$ cat config.mk
export PLATFORM = sky130hd
export DESIGN_NAME = bcg_regs
export DESIGN_NICKNAME = d
export VERILOG_FILES = /design/src/core/bcg_pkg.sv /design/src/core/bcg_regs.sv /design/src/core/bcg_gpio.sv /design/src/core/bcg_vga.sv
export VERILOG_INCLUDE_DIRS = /design/src /design/src/core
export SDC_FILE = /design/constraint.sdc
export NUM_CORES = 1
export LEC_CHECK = 0
export CORE_ASPECT_RATIO = 0.75
export CORE_UTILIZATION = 46
export DETAILED_ROUTE_END_ITERATION = 12
export DONT_BUFFER_PORTS = 1
export SLEW_MARGIN = 20
export SYNTH_ARGS = -nofsm -noshare
export SYNTH_HDL_FRONTEND = slang
export SYNTH_HIERARCHICAL = 1
export SYNTH_SLANG_ARGS = --single-unit
$ cat constraint.sdc
create_clock -name CLK_I -period 3.8 [get_ports CLK_I]
set_clock_uncertainty 0.15 [all_clocks]
set_input_delay 0.19 -clock CLK_I [delete_from_list [all_inputs] [get_ports CLK_I]]
set_output_delay 0.19 -clock CLK_I [all_outputs]
set_load 0.02 [all_outputs]
$ cat src/core/bcg_defines.svh
// Offsets, field positions, reset values and timer counts of the bridge control block
`ifndef BCG_DEFINES_SVH
`define BCG_DEFINES_SVH
`define BCG_AW 9
`define BCG_OFS_CTL 9'h078
`define BCG_OFS_IST 9'h100
`define BCG_OFS_IMK 9'h104
`define BCG_B_SFE 2
`define BCG_B_SRST 3
`define BCG_B_VGA 4
`define BCG_B_V16 6
`define BCG_B_MAM 7
`define BCG_B_PDT 8
`define BCG_B_SDT 9
`define BCG_B_MTS 10
`define BCG_B_DTSE 11
`define BCG_B_GOC 12
`define BCG_B_GOS 16
`define BCG_B_GEC 20
`define BCG_B_GES 24
`define BCG_B_GIN 28
`define BCG_CTL_RST 12'h000
`define BCG_NIB_RST 4'h0
`define BCG_INT_RST 3'h0
`define BCG_DT_LONG_LOG 15
`define BCG_DT_SHORT_LOG 10
`define BCG_DT_LONG 16'(32'h1 << `BCG_DT_LONG_LOG)
`define BCG_DT_SHORT 16'(32'h1 << `BCG_DT_SHORT_LOG)
`define BCG_MA_DATA 32'hffffffff
`endif

$ cat src/core/bcg_pkg.sv
// Types shared by the bridge control block
package bcg_pkg;
	typedef enum logic [1:0] {
		BCG_VGA_OFF = 2'h0,
		BCG_VGA_P2S = 2'h1,
		BCG_VGA_S2P = 2'h2,
		BCG_VGA_RSV = 2'h3
	} bcg_vga_type;
	typedef logic [3:0] bcg_nib_type;
endpackage

$ cat src/core/bcg_regs.sv
// Bridge control and status word with GPIO port and interrupt
// Functional notes
// - In forward mode with forwarding enabled, a conventional error assertion becomes a fatal error message; the bit is read-only in reverse mode.
// - The secondary-reset bit holds the secondary bus reset in forward mode or a link hot reset in reverse mode while it is one.
// - VGA field 00 forwards no VGA traffic in either direction.
// - VGA field 01 forwards VGA traffic from primary to secondary only, untranslated.
// - VGA field 10 forwards VGA traffic from secondary to primary only, untranslated.
// - VGA IO decode uses ten address bits, or sixteen when the wide-decode bit is one.
// - With master-abort mode zero, aborted reads return all ones and aborted writes are dropped.
// - With master-abort mode one, a master abort gives target abort where allowed, else the system error pin if reporting is on.
// - The primary discard timer runs 2^15 or 2^10 clocks by its bit, which is read-only and ignored in forward mode.
// - The secondary discard timer runs 2^15 or 2^10 clocks by its bit, which is read-only and ignored in reverse mode.
// - A discard timer expiry with a dropped delayed completion sets the timeout flag, cleared by writing one.
// - With the expiry error enable set, an expiry gives a non-fatal message forward or the error pin reverse, but not in PCI-X mode.
// - Four GPIO pins with set and clear nibbles for value and enable, pin levels readable, all reset to zero.
`timescale 1ns/1ns
`default_nettype none
`include "bcg_defines.svh"
module bcg_regs (
	// Clock and reset
	input  wire logic                  CLK_I,
	input  wire logic                  RSTN_I,
	// Register port
	input  wire logic [`BCG_AW-1:0]    ADDR_I,
	input  wire logic [31:0]           WDATA_I,
	input  wire logic                  WE_I,
	input  wire logic                  RE_I,
	output logic [31:0]                RDATA_O,
	// Bridge mode
	input  wire logic                  REVERSE_I,
	input  wire logic                  PCIX_MODE_I,
	// Error forwarding and reset
	input  wire logic                  SERR_IN_N_I,
	output logic                       ERR_FATAL_O,
	output logic                       ERR_NONFATAL_O,
	output logic                       SERR_OUT_N_O,
	output logic                       SEC_RESET_N_O,
	output logic                       HOT_RESET_O,
	// VGA decode
	input  wire logic                  VGA_VLD_I,
	input  wire logic                  VGA_IO_I,
	input  wire logic                  VGA_PRI_I,
	input  wire logic [31:0]           VGA_ADDR_I,
	output logic                       VGA_CLAIM_O,
	// Master abort handling
	input  wire logic                  MA_I,
	input  wire logic                  MA_RD_I,
	input  wire logic                  TABORT_OK_I,
	input  wire logic                  SERR_EN_I,
	output logic                       MA_ONES_O,
	output logic [31:0]                MA_RDATA_O,
	output logic                       MA_DROP_O,
	output logic                       MA_TABORT_O,
	// Discard timers
	input  wire logic                  DISCARD_EXP_I,
	output logic [15:0]                PRI_DT_LEN_O,
	output logic [15:0]                SEC_DT_LEN_O,
	// GPIO pins
	input  wire logic [3:0]            GPIO_I,
	output logic [3:0]                 GPIO_O,
	output logic [3:0]                 GPIO_OE_O,
	// Interrupt
	output logic                       IRQ_O
);
	logic        fwd;
	logic        wr_ctl;
	logic        serr_fall;
	logic        ev_fatal;
	logic        ev_nf;
	logic        ev_serr;
	logic [3:0]  gin_ff;
	logic [3:0]  nxt_gin;
	logic [11:0] ctl_ff;
	logic [11:0] nxt_ctl;
	logic        serr_d_ff;
	logic        fatal_ff;
	logic        nf_ff;
	logic        serr_ff;
	logic        ones_ff;
	logic        drop_ff;
	logic        tab_ff;
	logic        nxt_serr_d;
	logic        nxt_fatal;
	logic        nxt_nf;
	logic        nxt_serr;
	logic        nxt_ones;
	logic        nxt_drop;
	logic        nxt_tab;
	logic [2:0]  ist_ff;
	logic [2:0]  imk_ff;
	logic [2:0]  nxt_ist;
	logic [2:0]  nxt_imk;
	logic [31:0] rd_ff;
	logic [31:0] nxt_rd;
	logic [31:0] ctl_word;

	assign fwd = !REVERSE_I;
	assign wr_ctl = WE_I && ADDR_I == `BCG_OFS_CTL;

	// Control bits, mode-locked bits refuse writes
	always_comb
	begin
		nxt_ctl = ctl_ff;
		if (wr_ctl)
		begin
			if (fwd)
				nxt_ctl[`BCG_B_SFE] = WDATA_I[`BCG_B_SFE];
			nxt_ctl[`BCG_B_SRST] = WDATA_I[`BCG_B_SRST];
			nxt_ctl[`BCG_B_VGA+:2] = WDATA_I[`BCG_B_VGA+:2];
			nxt_ctl[`BCG_B_V16] = WDATA_I[`BCG_B_V16];
			nxt_ctl[`BCG_B_MAM] = WDATA_I[`BCG_B_MAM];
			if (!fwd)
				nxt_ctl[`BCG_B_PDT] = WDATA_I[`BCG_B_PDT];
			if (fwd)
				nxt_ctl[`BCG_B_SDT] = WDATA_I[`BCG_B_SDT];
			nxt_ctl[`BCG_B_DTSE] = WDATA_I[`BCG_B_DTSE];
			if (WDATA_I[`BCG_B_MTS])
				nxt_ctl[`BCG_B_MTS] = 1'b0;
		end
		if (DISCARD_EXP_I)
			nxt_ctl[`BCG_B_MTS] = 1'b1;
		nxt_ctl[1:0] = 2'h0;
	end

	// Control register
	always_ff @(posedge CLK_I)
	begin
		if (!RSTN_I)
			ctl_ff <= `BCG_CTL_RST;
		else
			ctl_ff <= nxt_ctl;
	end

	// Reset drive and timer lengths from the control bits
	assign SEC_RESET_N_O = !(fwd && ctl_ff[`BCG_B_SRST]);
	assign HOT_RESET_O = !fwd && ctl_ff[`BCG_B_SRST];
	assign PRI_DT_LEN_O = (!fwd && ctl_ff[`BCG_B_PDT]) ? `BCG_DT_SHORT : `BCG_DT_LONG;
	assign SEC_DT_LEN_O = (fwd && ctl_ff[`BCG_B_SDT]) ? `BCG_DT_SHORT : `BCG_DT_LONG;

	// Error events
	assign serr_fall = serr_d_ff && !SERR_IN_N_I;
	assign ev_fatal = fwd && ctl_ff[`BCG_B_SFE] && serr_fall;
	assign ev_nf = fwd && ctl_ff[`BCG_B_DTSE] && !PCIX_MODE_I && DISCARD_EXP_I;
	assign ev_serr = (!fwd && ctl_ff[`BCG_B_DTSE] && !PCIX_MODE_I && DISCARD_EXP_I) ||
		(MA_I && ctl_ff[`BCG_B_MAM] && !TABORT_OK_I && SERR_EN_I);

	// Event pulses and master abort answers
	always_comb
	begin
		nxt_serr_d = SERR_IN_N_I;
		nxt_fatal = ev_fatal;
		nxt_nf = ev_nf;
		nxt_serr = ev_serr;
		nxt_ones = MA_I && MA_RD_I && !ctl_ff[`BCG_B_MAM];
		nxt_drop = MA_I && !MA_RD_I && !ctl_ff[`BCG_B_MAM];
		nxt_tab = MA_I && ctl_ff[`BCG_B_MAM] && TABORT_OK_I;
	end

	// Event registers
	always_ff @(posedge CLK_I)
	begin
		if (!RSTN_I)
		begin
			serr_d_ff <= 1'b1;
			fatal_ff <= 1'b0;
			nf_ff <= 1'b0;
			serr_ff <= 1'b0;
			ones_ff <= 1'b0;
			drop_ff <= 1'b0;
			tab_ff <= 1'b0;
		end
		else
		begin
			serr_d_ff <= nxt_serr_d;
			fatal_ff <= nxt_fatal;
			nf_ff <= nxt_nf;
			serr_ff <= nxt_serr;
			ones_ff <= nxt_ones;
			drop_ff <= nxt_drop;
			tab_ff <= nxt_tab;
		end
	end

	assign ERR_FATAL_O = fatal_ff;
	assign ERR_NONFATAL_O = nf_ff;
	assign SERR_OUT_N_O = !serr_ff;
	assign MA_ONES_O = ones_ff;
	assign MA_RDATA_O = ones_ff ? `BCG_MA_DATA : 32'h0;
	assign MA_DROP_O = drop_ff;
	assign MA_TABORT_O = tab_ff;

	// Sticky interrupt flags, set beats write-one clear
	always_comb
	begin
		nxt_imk = imk_ff;
		nxt_ist = ist_ff;
		if (WE_I && ADDR_I == `BCG_OFS_IMK)
			nxt_imk = WDATA_I[2:0];
		if (WE_I && ADDR_I == `BCG_OFS_IST)
			nxt_ist = ist_ff & ~WDATA_I[2:0];
		nxt_ist = nxt_ist | {MA_I, ev_fatal | ev_nf | ev_serr, DISCARD_EXP_I};
		nxt_gin = GPIO_I;
	end

	// Interrupt and pin sample registers
	always_ff @(posedge CLK_I)
	begin
		if (!RSTN_I)
		begin
			ist_ff <= `BCG_INT_RST;
			imk_ff <= `BCG_INT_RST;
			gin_ff <= `BCG_NIB_RST;
		end
		else
		begin
			ist_ff <= nxt_ist;
			imk_ff <= nxt_imk;
			gin_ff <= nxt_gin;
		end
	end

	assign IRQ_O = |(ist_ff & imk_ff);

	// Read word of the shared offset
	assign ctl_word = {gin_ff, GPIO_OE_O, GPIO_OE_O, GPIO_O, GPIO_O, ctl_ff};

	// Read data, valid only in the cycle after the strobe
	always_comb
	begin
		nxt_rd = 32'h0;
		if (RE_I)
		begin
			unique case (ADDR_I)
				`BCG_OFS_CTL: nxt_rd = ctl_word;
				`BCG_OFS_IST: nxt_rd = {29'h0, ist_ff};
				`BCG_OFS_IMK: nxt_rd = {29'h0, imk_ff};
				default: nxt_rd = 32'h0;
			endcase
		end
	end

	// Read register
	always_ff @(posedge CLK_I)
	begin
		if (!RSTN_I)
			rd_ff <= 32'h0;
		else
			rd_ff <= nxt_rd;
	end

	assign RDATA_O = rd_ff;

	// GPIO value and enable
	bcg_gpio u_gpio (
		.clk_i     (CLK_I),
		.rstn_i    (RSTN_I),
		.wr_i      (wr_ctl),
		.out_set_i (WDATA_I[`BCG_B_GOS+:4]),
		.out_clr_i (WDATA_I[`BCG_B_GOC+:4]),
		.oe_set_i  (WDATA_I[`BCG_B_GES+:4]),
		.oe_clr_i  (WDATA_I[`BCG_B_GEC+:4]),
		.out_o     (GPIO_O),
		.oe_o      (GPIO_OE_O)
	);

	// VGA window decode
	bcg_vga u_vga (
		.clk_i   (CLK_I),
		.rstn_i  (RSTN_I),
		.mode_i  (bcg_pkg::bcg_vga_type'(ctl_ff[`BCG_B_VGA+:2])),
		.dec16_i (ctl_ff[`BCG_B_V16]),
		.vld_i   (VGA_VLD_I),
		.io_i    (VGA_IO_I),
		.pri_i   (VGA_PRI_I),
		.addr_i  (VGA_ADDR_I),
		.claim_o (VGA_CLAIM_O)
	);

	property p_fatal;
		@(posedge CLK_I) disable iff (!RSTN_I)
		(fwd && ctl_ff[`BCG_B_SFE] && serr_d_ff && !SERR_IN_N_I) |=> ERR_FATAL_O ##1 !ERR_FATAL_O;
	endproperty
	a_fatal: assert property (p_fatal) else $error("fatal message missing");

	property p_sfe_ro;
		@(posedge CLK_I) disable iff (!RSTN_I)
		(REVERSE_I && wr_ctl) |=> $stable(ctl_ff[`BCG_B_SFE]);
	endproperty
	a_sfe_ro: assert property (p_sfe_ro) else $error("forward enable written in reverse");

	property p_srst;
		@(posedge CLK_I) disable iff (!RSTN_I)
		ctl_ff[`BCG_B_SRST] |-> (REVERSE_I ? (HOT_RESET_O && SEC_RESET_N_O) : !SEC_RESET_N_O);
	endproperty
	a_srst: assert property (p_srst) else $error("secondary reset not held");

	property p_ma_hide;
		@(posedge CLK_I) disable iff (!RSTN_I)
		(MA_I && !ctl_ff[`BCG_B_MAM]) |=> (MA_ONES_O ^ MA_DROP_O) && !MA_TABORT_O && SERR_OUT_N_O;
	endproperty
	a_ma_hide: assert property (p_ma_hide) else $error("master abort not hidden");

	property p_ma_rep;
		@(posedge CLK_I) disable iff (!RSTN_I)
		(MA_I && ctl_ff[`BCG_B_MAM] && !TABORT_OK_I && SERR_EN_I) |=> !SERR_OUT_N_O;
	endproperty
	a_ma_rep: assert property (p_ma_rep) else $error("master abort not reported");

	property p_pdt;
		@(posedge CLK_I) disable iff (!RSTN_I)
		fwd |-> PRI_DT_LEN_O == 16'h8000;
	endproperty
	a_pdt: assert property (p_pdt) else $error("primary timer select active in forward");

	property p_sdt;
		@(posedge CLK_I) disable iff (!RSTN_I)
		(fwd && ctl_ff[`BCG_B_SDT]) |-> SEC_DT_LEN_O == 16'h0400;
	endproperty
	a_sdt: assert property (p_sdt) else $error("secondary short timer wrong");

	property p_mts;
		@(posedge CLK_I) disable iff (!RSTN_I)
		DISCARD_EXP_I |=> ctl_ff[`BCG_B_MTS] && ist_ff[0];
	endproperty
	a_mts: assert property (p_mts) else $error("timeout flag lost");

	property p_nf;
		@(posedge CLK_I) disable iff (!RSTN_I)
		(DISCARD_EXP_I && PCIX_MODE_I) |=> !ERR_NONFATAL_O;
	endproperty
	a_nf: assert property (p_nf) else $error("expiry message in PCI-X mode");

	c_fatal: cover property (@(posedge CLK_I) ERR_FATAL_O);
	c_hot: cover property (@(posedge CLK_I) HOT_RESET_O);
	c_irq: cover property (@(posedge CLK_I) IRQ_O ##1 !IRQ_O);
endmodule
`default_nettype wire

$ cat src/core/bcg_gpio.sv
// Four general-purpose pins with set and clear nibbles
`timescale 1ns/1ns
`default_nettype none
`include "bcg_defines.svh"
module bcg_gpio (
	// Clock and reset
	input  wire logic             clk_i,
	input  wire logic             rstn_i,
	// Register write
	input  wire logic             wr_i,
	input  wire bcg_pkg::bcg_nib_type out_set_i,
	input  wire bcg_pkg::bcg_nib_type out_clr_i,
	input  wire bcg_pkg::bcg_nib_type oe_set_i,
	input  wire bcg_pkg::bcg_nib_type oe_clr_i,
	// Pin drive
	output logic [3:0]            out_o,
	output logic [3:0]            oe_o
);
	logic [3:0] out_ff;
	logic [3:0] oe_ff;
	logic [3:0] nxt_out;
	logic [3:0] nxt_oe;

	// Per-pin update, set beats clear, zero bits leave the pin alone
	for (genvar g = 0; g < 4; g++)
	begin : g_pin
		always_comb
		begin
			nxt_out[g] = out_ff[g];
			nxt_oe[g] = oe_ff[g];
			if (wr_i)
			begin
				nxt_out[g] = out_set_i[g] | (out_ff[g] & ~out_clr_i[g]);
				nxt_oe[g] = oe_set_i[g] | (oe_ff[g] & ~oe_clr_i[g]);
			end
		end
	end

	// State registers
	always_ff @(posedge clk_i)
	begin
		if (!rstn_i)
		begin
			out_ff <= `BCG_NIB_RST;
			oe_ff <= `BCG_NIB_RST;
		end
		else
		begin
			out_ff <= nxt_out;
			oe_ff <= nxt_oe;
		end
	end

	assign out_o = out_ff;
	assign oe_o = oe_ff;

	property p_gpio_keep;
		@(posedge clk_i) disable iff (!rstn_i)
		(wr_i && out_set_i == 4'h0 && out_clr_i == 4'h0) |=> $stable(out_o);
	endproperty
	a_gpio_keep: assert property (p_gpio_keep) else $error("gpio output moved on zero write");

	property p_gpio_set;
		@(posedge clk_i) disable iff (!rstn_i)
		(wr_i && oe_set_i != 4'h0) |=> ((oe_o & $past(oe_set_i)) == $past(oe_set_i));
	endproperty
	a_gpio_set: assert property (p_gpio_set) else $error("gpio enable set lost");
endmodule
`default_nettype wire

$ cat src/core/bcg_vga.sv
// VGA window decode with direction and width selection
`timescale 1ns/1ns
`default_nettype none
`include "bcg_defines.svh"
module bcg_vga (
	// Clock and reset, checks only
	input  wire logic             clk_i,
	input  wire logic             rstn_i,
	// Mode
	input  wire bcg_pkg::bcg_vga_type mode_i,
	input  wire logic             dec16_i,
	// Access
	input  wire logic             vld_i,
	input  wire logic             io_i,
	input  wire logic             pri_i,
	input  wire logic [31:0]      addr_i,
	// Result
	output logic                  claim_o
);
	logic hit;
	logic dir_ok;

	// Window match, IO aliases above bit 9 unless wide decode
	always_comb
	begin
		hit = 1'b0;
		if (io_i)
		begin
			hit = (addr_i[9:0] >= 10'h3b0 && addr_i[9:0] <= 10'h3bb) ||
				(addr_i[9:0] >= 10'h3c0 && addr_i[9:0] <= 10'h3df);
			if (dec16_i)
				hit = hit && addr_i[15:10] == 6'h00;
		end
		else
			hit = addr_i[31:17] == 15'h0005;
		unique case (mode_i)
			bcg_pkg::BCG_VGA_P2S: dir_ok = pri_i;
			bcg_pkg::BCG_VGA_S2P: dir_ok = !pri_i;
			default: dir_ok = 1'b0;
		endcase
		claim_o = vld_i && hit && dir_ok;
	end

	property p_vga_off;
		@(posedge clk_i) disable iff (!rstn_i)
		(mode_i == bcg_pkg::BCG_VGA_OFF) |-> !claim_o;
	endproperty
	a_vga_off: assert property (p_vga_off) else $error("vga claimed while off");

	property p_vga_dir;
		@(posedge clk_i) disable iff (!rstn_i)
		claim_o |-> ((mode_i == bcg_pkg::BCG_VGA_P2S && pri_i) || (mode_i == bcg_pkg::BCG_VGA_S2P && !pri_i));
	endproperty
	a_vga_dir: assert property (p_vga_dir) else $error("vga claimed from wrong side");

	property p_vga_w16;
		@(posedge clk_i) disable iff (!rstn_i)
		(claim_o && io_i && dec16_i) |-> addr_i[15:10] == 6'h00;
	endproperty
	a_vga_w16: assert property (p_vga_w16) else $error("vga alias claimed in wide decode");

	c_vga_s2p: cover property (@(posedge clk_i) claim_o && !pri_i);
endmodule
`default_nettype wire

# Word level (Yosys, flattened, before mapping)
# Index checks and enable logic that the tools add are counted.
# W data, S select, Z words.
# word_totals
register_bits	69
latch_bits	0
ram_bits	0
rom_bits	0
input_bits	92
out_inout_bits	114
elab_cells	121
n_memories	0
# op_classes
n_addsub	0
n_mul	0
div_mod_pow	0
order_cmp	4
n_eq_ne	6
n_shift	0
mux	14
n_bitwise	31
n_reduce_logical	48
# ops
op	count
$pmux W32 S3	1
$mux W16	2
$mux W32	1
$logic_and A1 B1 Y1	29
$ge A10 B10 Y1 const B	2
$le A10 B10 Y1 const B	2
$eq A9 B9 Y1 const B	2
$eq A15 B3 Y1 const B	1
$mux W10	1
$or A1 B1 Y1	10
$eq A9 B7 Y1 const B	1
$logic_not A1 Y1	9
$not A1 Y1	9
$and A1 B1 Y1	8
$reduce_and A2 Y1	4
$mux W1	7
$and A3 B3 Y3	2
$logic_not A6 Y1	1
$reduce_bool A2 Y1	2
$mux W3	1
$not A3 Y3	1
$or A3 B3 Y3	1
$reduce_or A3 Y1	1
$eq A2 B1 Y1 const B	1
3 further kinds	4

# Logic depth before layout (Yosys ltp)
# logic_depth
depth_word	8
mapped_depth	6
depth_no_buf	4

# Modules after synthesis
# The synthesis kept the hierarchy.
# modules_own_cells
mod	n_inst	cells_per_inst	area_each_um2	seq_area_each_um2
bcg_regs	1	245	2327.2	1021.0
bcg_gpio	1	34	340.3	160.2
bcg_vga	1	18	123.9	0.0

# Worst setup path after synthesis
# Ideal clock, no wire load.
# synth_timing
path_type	input port to flip-flop
start	input ADDR_I[1]
end	register u_gpio.oe_ff[0] (netlist: u_gpio/oe_o[0])
setup_ns	0.116
arrival_time_ns	1.686
t_required_ns	3.534
path_slack_ns	1.848
cell_stages	6
n_path_buf	2
cell_sequence	or4b_1 -> buf_2 -> nor3_4 -> buf_6 -> nand2_1 -> a31o_2
# synth_between
elab_chain_cells	2
# synth_rtl
element	line	source
start, declared	bcg_regs.sv:24	input wire logic [`BCG_AW-1:0] ADDR_I,
$eq A9 B7 Y1	n/a	
$logic_and A1 B1 Y1 (no source line)	n/a	
named net wr_ctl	bcg_regs.sv:66	logic wr_ctl;
end signal, assigned	bcg_gpio.sv:45	oe_ff <= `BCG_NIB_RST;
end signal, assigned	bcg_gpio.sv:50	oe_ff <= nxt_oe;
end, declared	bcg_gpio.sv:20	logic [3:0] oe_ff;
# The timed path passes the listed nets, and every way through them passes these cells.
# A chain may end at the register's enable or synchronous reset.

# Worst setup path in the final report
# layout_timing
start	input ADDR_I[3]
end	register ist_ff[1]
# layout_between
elab_chain_cells	4
# layout_rtl
element	line	source
$eq A9 B9 Y1	n/a	
$logic_and A1 B1 Y1 (no source line)	n/a	
$mux W3	bcg_regs.sv:199	if (WE_I && ADDR_I == `BCG_OFS_IST)
$or A3 B3 Y3	bcg_regs.sv:201	nxt_ist = nxt_ist | {MA_I, ev_fatal | ev_nf | ev_serr, DISCARD_EXP_I};
end signal, assigned	bcg_regs.sv:210	ist_ff <= `BCG_INT_RST;
end signal, assigned	bcg_regs.sv:216	ist_ff <= nxt_ist;
end, declared	bcg_regs.sv:89	logic [2:0] ist_ff;
# Every way passes these cells.

==> metrics.yaml <==
global_route:
  track_usage: 0.1909
  antenna_found_initial: 0
  use_met2: 0.3275
  grt_pass1_vias: 1861
  grt_first_pass_wirelength_um: 9156
  grt_max_degree: 54
  grt.met3_usage: 0.08443
  gr-total-overflow: 0
  busiest_layer: "met2"
  use_met1: 0.2146
critical_path:
  cp.arrival_ns: 3.01
  endpoint: "ist_ff[1]$_SDFF_PN0_"
  cpMaxStageDelayCell: "dlygate4sd3_1"
  reg2reg_from: "ctl_ff[7]$_SDFFE_PN0P_"
  path_buf_inv: 3
  crit_type: "in2reg"
  r2r-end: "ist_ff[1]$_SDFF_PN0_"
  critPathTopFamily: "buffers and inverters"
  start_kind: "input pin"
  ff2ff_setup_slack_ns: 1.95
  crit_top_cell: "dlygate4sd3_1"
  r2r_cells: 4
  cp.depth: 6
  crit_path_start: "ADDR_I[3]"
  path_cells: "dlygate4sd3_1 > nor4b_1 > nor4b_1 > dlygate4sd3_1 > a21oi_1 > dlygate4sd3_1"
  required_ns: 3.87
  end_kind: "flop"
  cp_max_fo: 3
  critPathMaxStageDelay_ns: 0.64
clock_tree:
  cts_resized: 0
  clkSlewWorstSetupHoldPaths_ns: 0.06
  cts_tree: "done"
  clock_path_buffers: 2
  numClockSinks: 59
  clock-root-buffer: "clkbuf_8"
  clk_latency_ns: 0.33
  h-tree-depth: 3
  cts_made_buffers: 9
synthesis:
  syn_avg_cell_area_um2: 9.399
  synth_top_area_frac: 0.4231
  yosys.area.top_type: "dfxtp_1"
  synth_area_leaders: "dfxtp_1, buf_4, nand2_1, mux2i_1, and2_2"
  synth-seq-cells: 59
  mappedNetlistArea_um2: 2791
  synth_edf_count: 0
  ys_types: 44
  ys_warn_count: 6
  yosysSeqAreaShare: 0.4231
  ys.flop_type: "dfxtp_1"
  synth-async-reset-ratio: 0
  synth_cells: 297
power_and_ir_drop:
  power_frac_seq: 0.473
  p_per_area_nw_per_um2: 414.6
  p_comb_frac: 0.082
  irDropWorstVdd_v: 0.0002865
  switching_share: 0.2355
  p_switching_uw: 314.7
  clkPwrFrac: 0.444
  p_int_uw: 1022
  p_leak_uw: 0.001349
detailed_routing:
  routed_wl_um: 5952
  vias: 1949
  vias_per_cell: 4.934
  ant_nets: 0
  first_pass_iters: 4
  wl_per_cell_um: 15.07
  drc_errors: 0
  drt_iter0_markers: 105
floorplanning:
  core.rowCount: 24
  die_x_um: 91.95
  die_h_um: 69.47
  ios: 206
  coreArea_um2: 5826
  initial_core_util: 0.4792
  dieArea_um2: 6387
placed_design:
  gp_congestion: 0.7435
  port_buffers: 0
  hpwl_um: 3935
cells_and_area:
  seq_area_um2: 1185
  area_growth_pct: 15.46
  fill_cells: 538
  final_common_cell: "dfxtp_1"
  drive_above_1_share: 0.1703
  diodes: 0
  mostFrequentLayoutCells: "dfxtp_1, dlygate4sd3_1, nand2_1"
  multi_input_area_um2: 1122
  nNetsFinal: 404
timing:
  fmax_ghz: 0.3401
  min_period_ns: 2.940
  tns_ns: 0
  hold_violations: 0
  relSlewSlack: 0.3494
  rsz0062_at_grt: "no"
  tightest_slew_ns: 0.9728
  setup_viol: 0
  maxSlewViolCount: 0
  fin_crit_sh: 0.7738
  whs_ns: 0.04815
min_path:
  hold_class: "in2reg"
run:
  drv_cap: 0
outcome:
  status: "finished clean"
registers in the layout, summed over array words and instances, names as in the netlist:
signal	cells
ctl_ff	10
gin_ff	4
MA_DROP_O	1
RDATA_O	24
serr_d_ff	1
u_gpio/oe_o	4
ist_ff	3
ERR_FATAL_O	1
ERR_NONFATAL_O	1
imk_ff	3
MA_TABORT_O	1
serr_ff	1
u_gpio/out_o	4
MA_ONES_O	1
cells by family (layout without fill, tap and decap cells):
group,count (synthesis),count (layout),synth area share
buffers and inverters,86,79,0.2134
and+or+nand+nor,114,114,0.2515
DFF,59,59,0.4231
other,1,28,0.001343
muxes,15,15,0.05423
AOI/OAI and AO/OA,22,22,0.05648
worst min-delay path by stage:
stage                     startpoint               endpoint  slack [ns]  depth (start not counted)
after floorplan              MA_RD_I   MA_DROP_O$_SDFF_PN0_        0.12                          1
after global placement        RSTN_I   serr_d_ff$_SDFF_PN1_        0.12                          1
after detailed placement     MA_RD_I   MA_DROP_O$_SDFF_PN0_        0.12                          1
after CTS                  ADDR_I[7]  RDATA_O[2]$_SDFF_PN0_        0.02                          3
after global routing       ADDR_I[7]  RDATA_O[2]$_SDFF_PN0_        0.03                          3
final                      ADDR_I[7]  RDATA_O[2]$_SDFF_PN0_        0.05                          3
synthesized netlist by cell type, drive strengths merged (5+ instances only):
cell and instances:
nor4 6, buf 71, nand2 40, mux2i 14, dfxtp 59, and3 9
clkbuf 7, and2 27, nor4b 5, inv 8, a31o 8
worst min-delay path, delay by kind of cell:
kind / cells / cell delay (ns)
AND/OR/NAND/NOR: 2 / 0.24
AO/OA/AOI/OAI: 1 / 0.05
per-layer routing:
layer	share of wire	routed length (um)	up-vias
met5	0	0	-
met4	0.0059	35	0
met3	0.071	421	5
met2	0.51	3036	86
met1	0.41	2458	927
li1	-	-	931
cell type report:
cell class              count  share of cell area
flip-flops and latches     59              0.3676
multi-input cells         179              0.3482
well taps                  78             0.03028
clock buffers              12             0.05124
repair buffers             55              0.1786
inverters                   8            0.009317
clock inverters             4             0.01475
power groups by stage:
stage / Clock [uW] / Sequential [uW] / Combinational [uW]
6_report: 594 / 633 / 110
5_1_grt: 639 / 633 / 118
4_1_cts: 608 / 633 / 109
3_5_place_dp: 0 / 647 / 65.0
3_3_place_gp: 0 / 646 / 64.7
2_1_floorplan: 0 / 644 / 110
through the flow:
step | utilization | total power, uW | instances | worst slack [ns] | instance area (um2)
detailed placement | 0.4240 | 711.5 | 326 | 1.483 | 2470
global placement | 0.4240 | 711.1 | 326 | 1.510 | 2470
finish | 0.5533 | 1336 | 395 | 0.8595 | 3223
CTS | 0.5533 | 1350 | 395 | 0.9055 | 3223
floorplan | - | 753.5 | 324 | 1.848 | 2893
global route | 0.5533 | 1390 | 395 | 0.6568 | 3223
timing repair:
item                      4_1_cts  5_1_grt
hold buffers                   53        0
hold endpoints to repair       38        0
buffers inserted                0        0
Note: power is estimated with default switching activity, not from simulation.
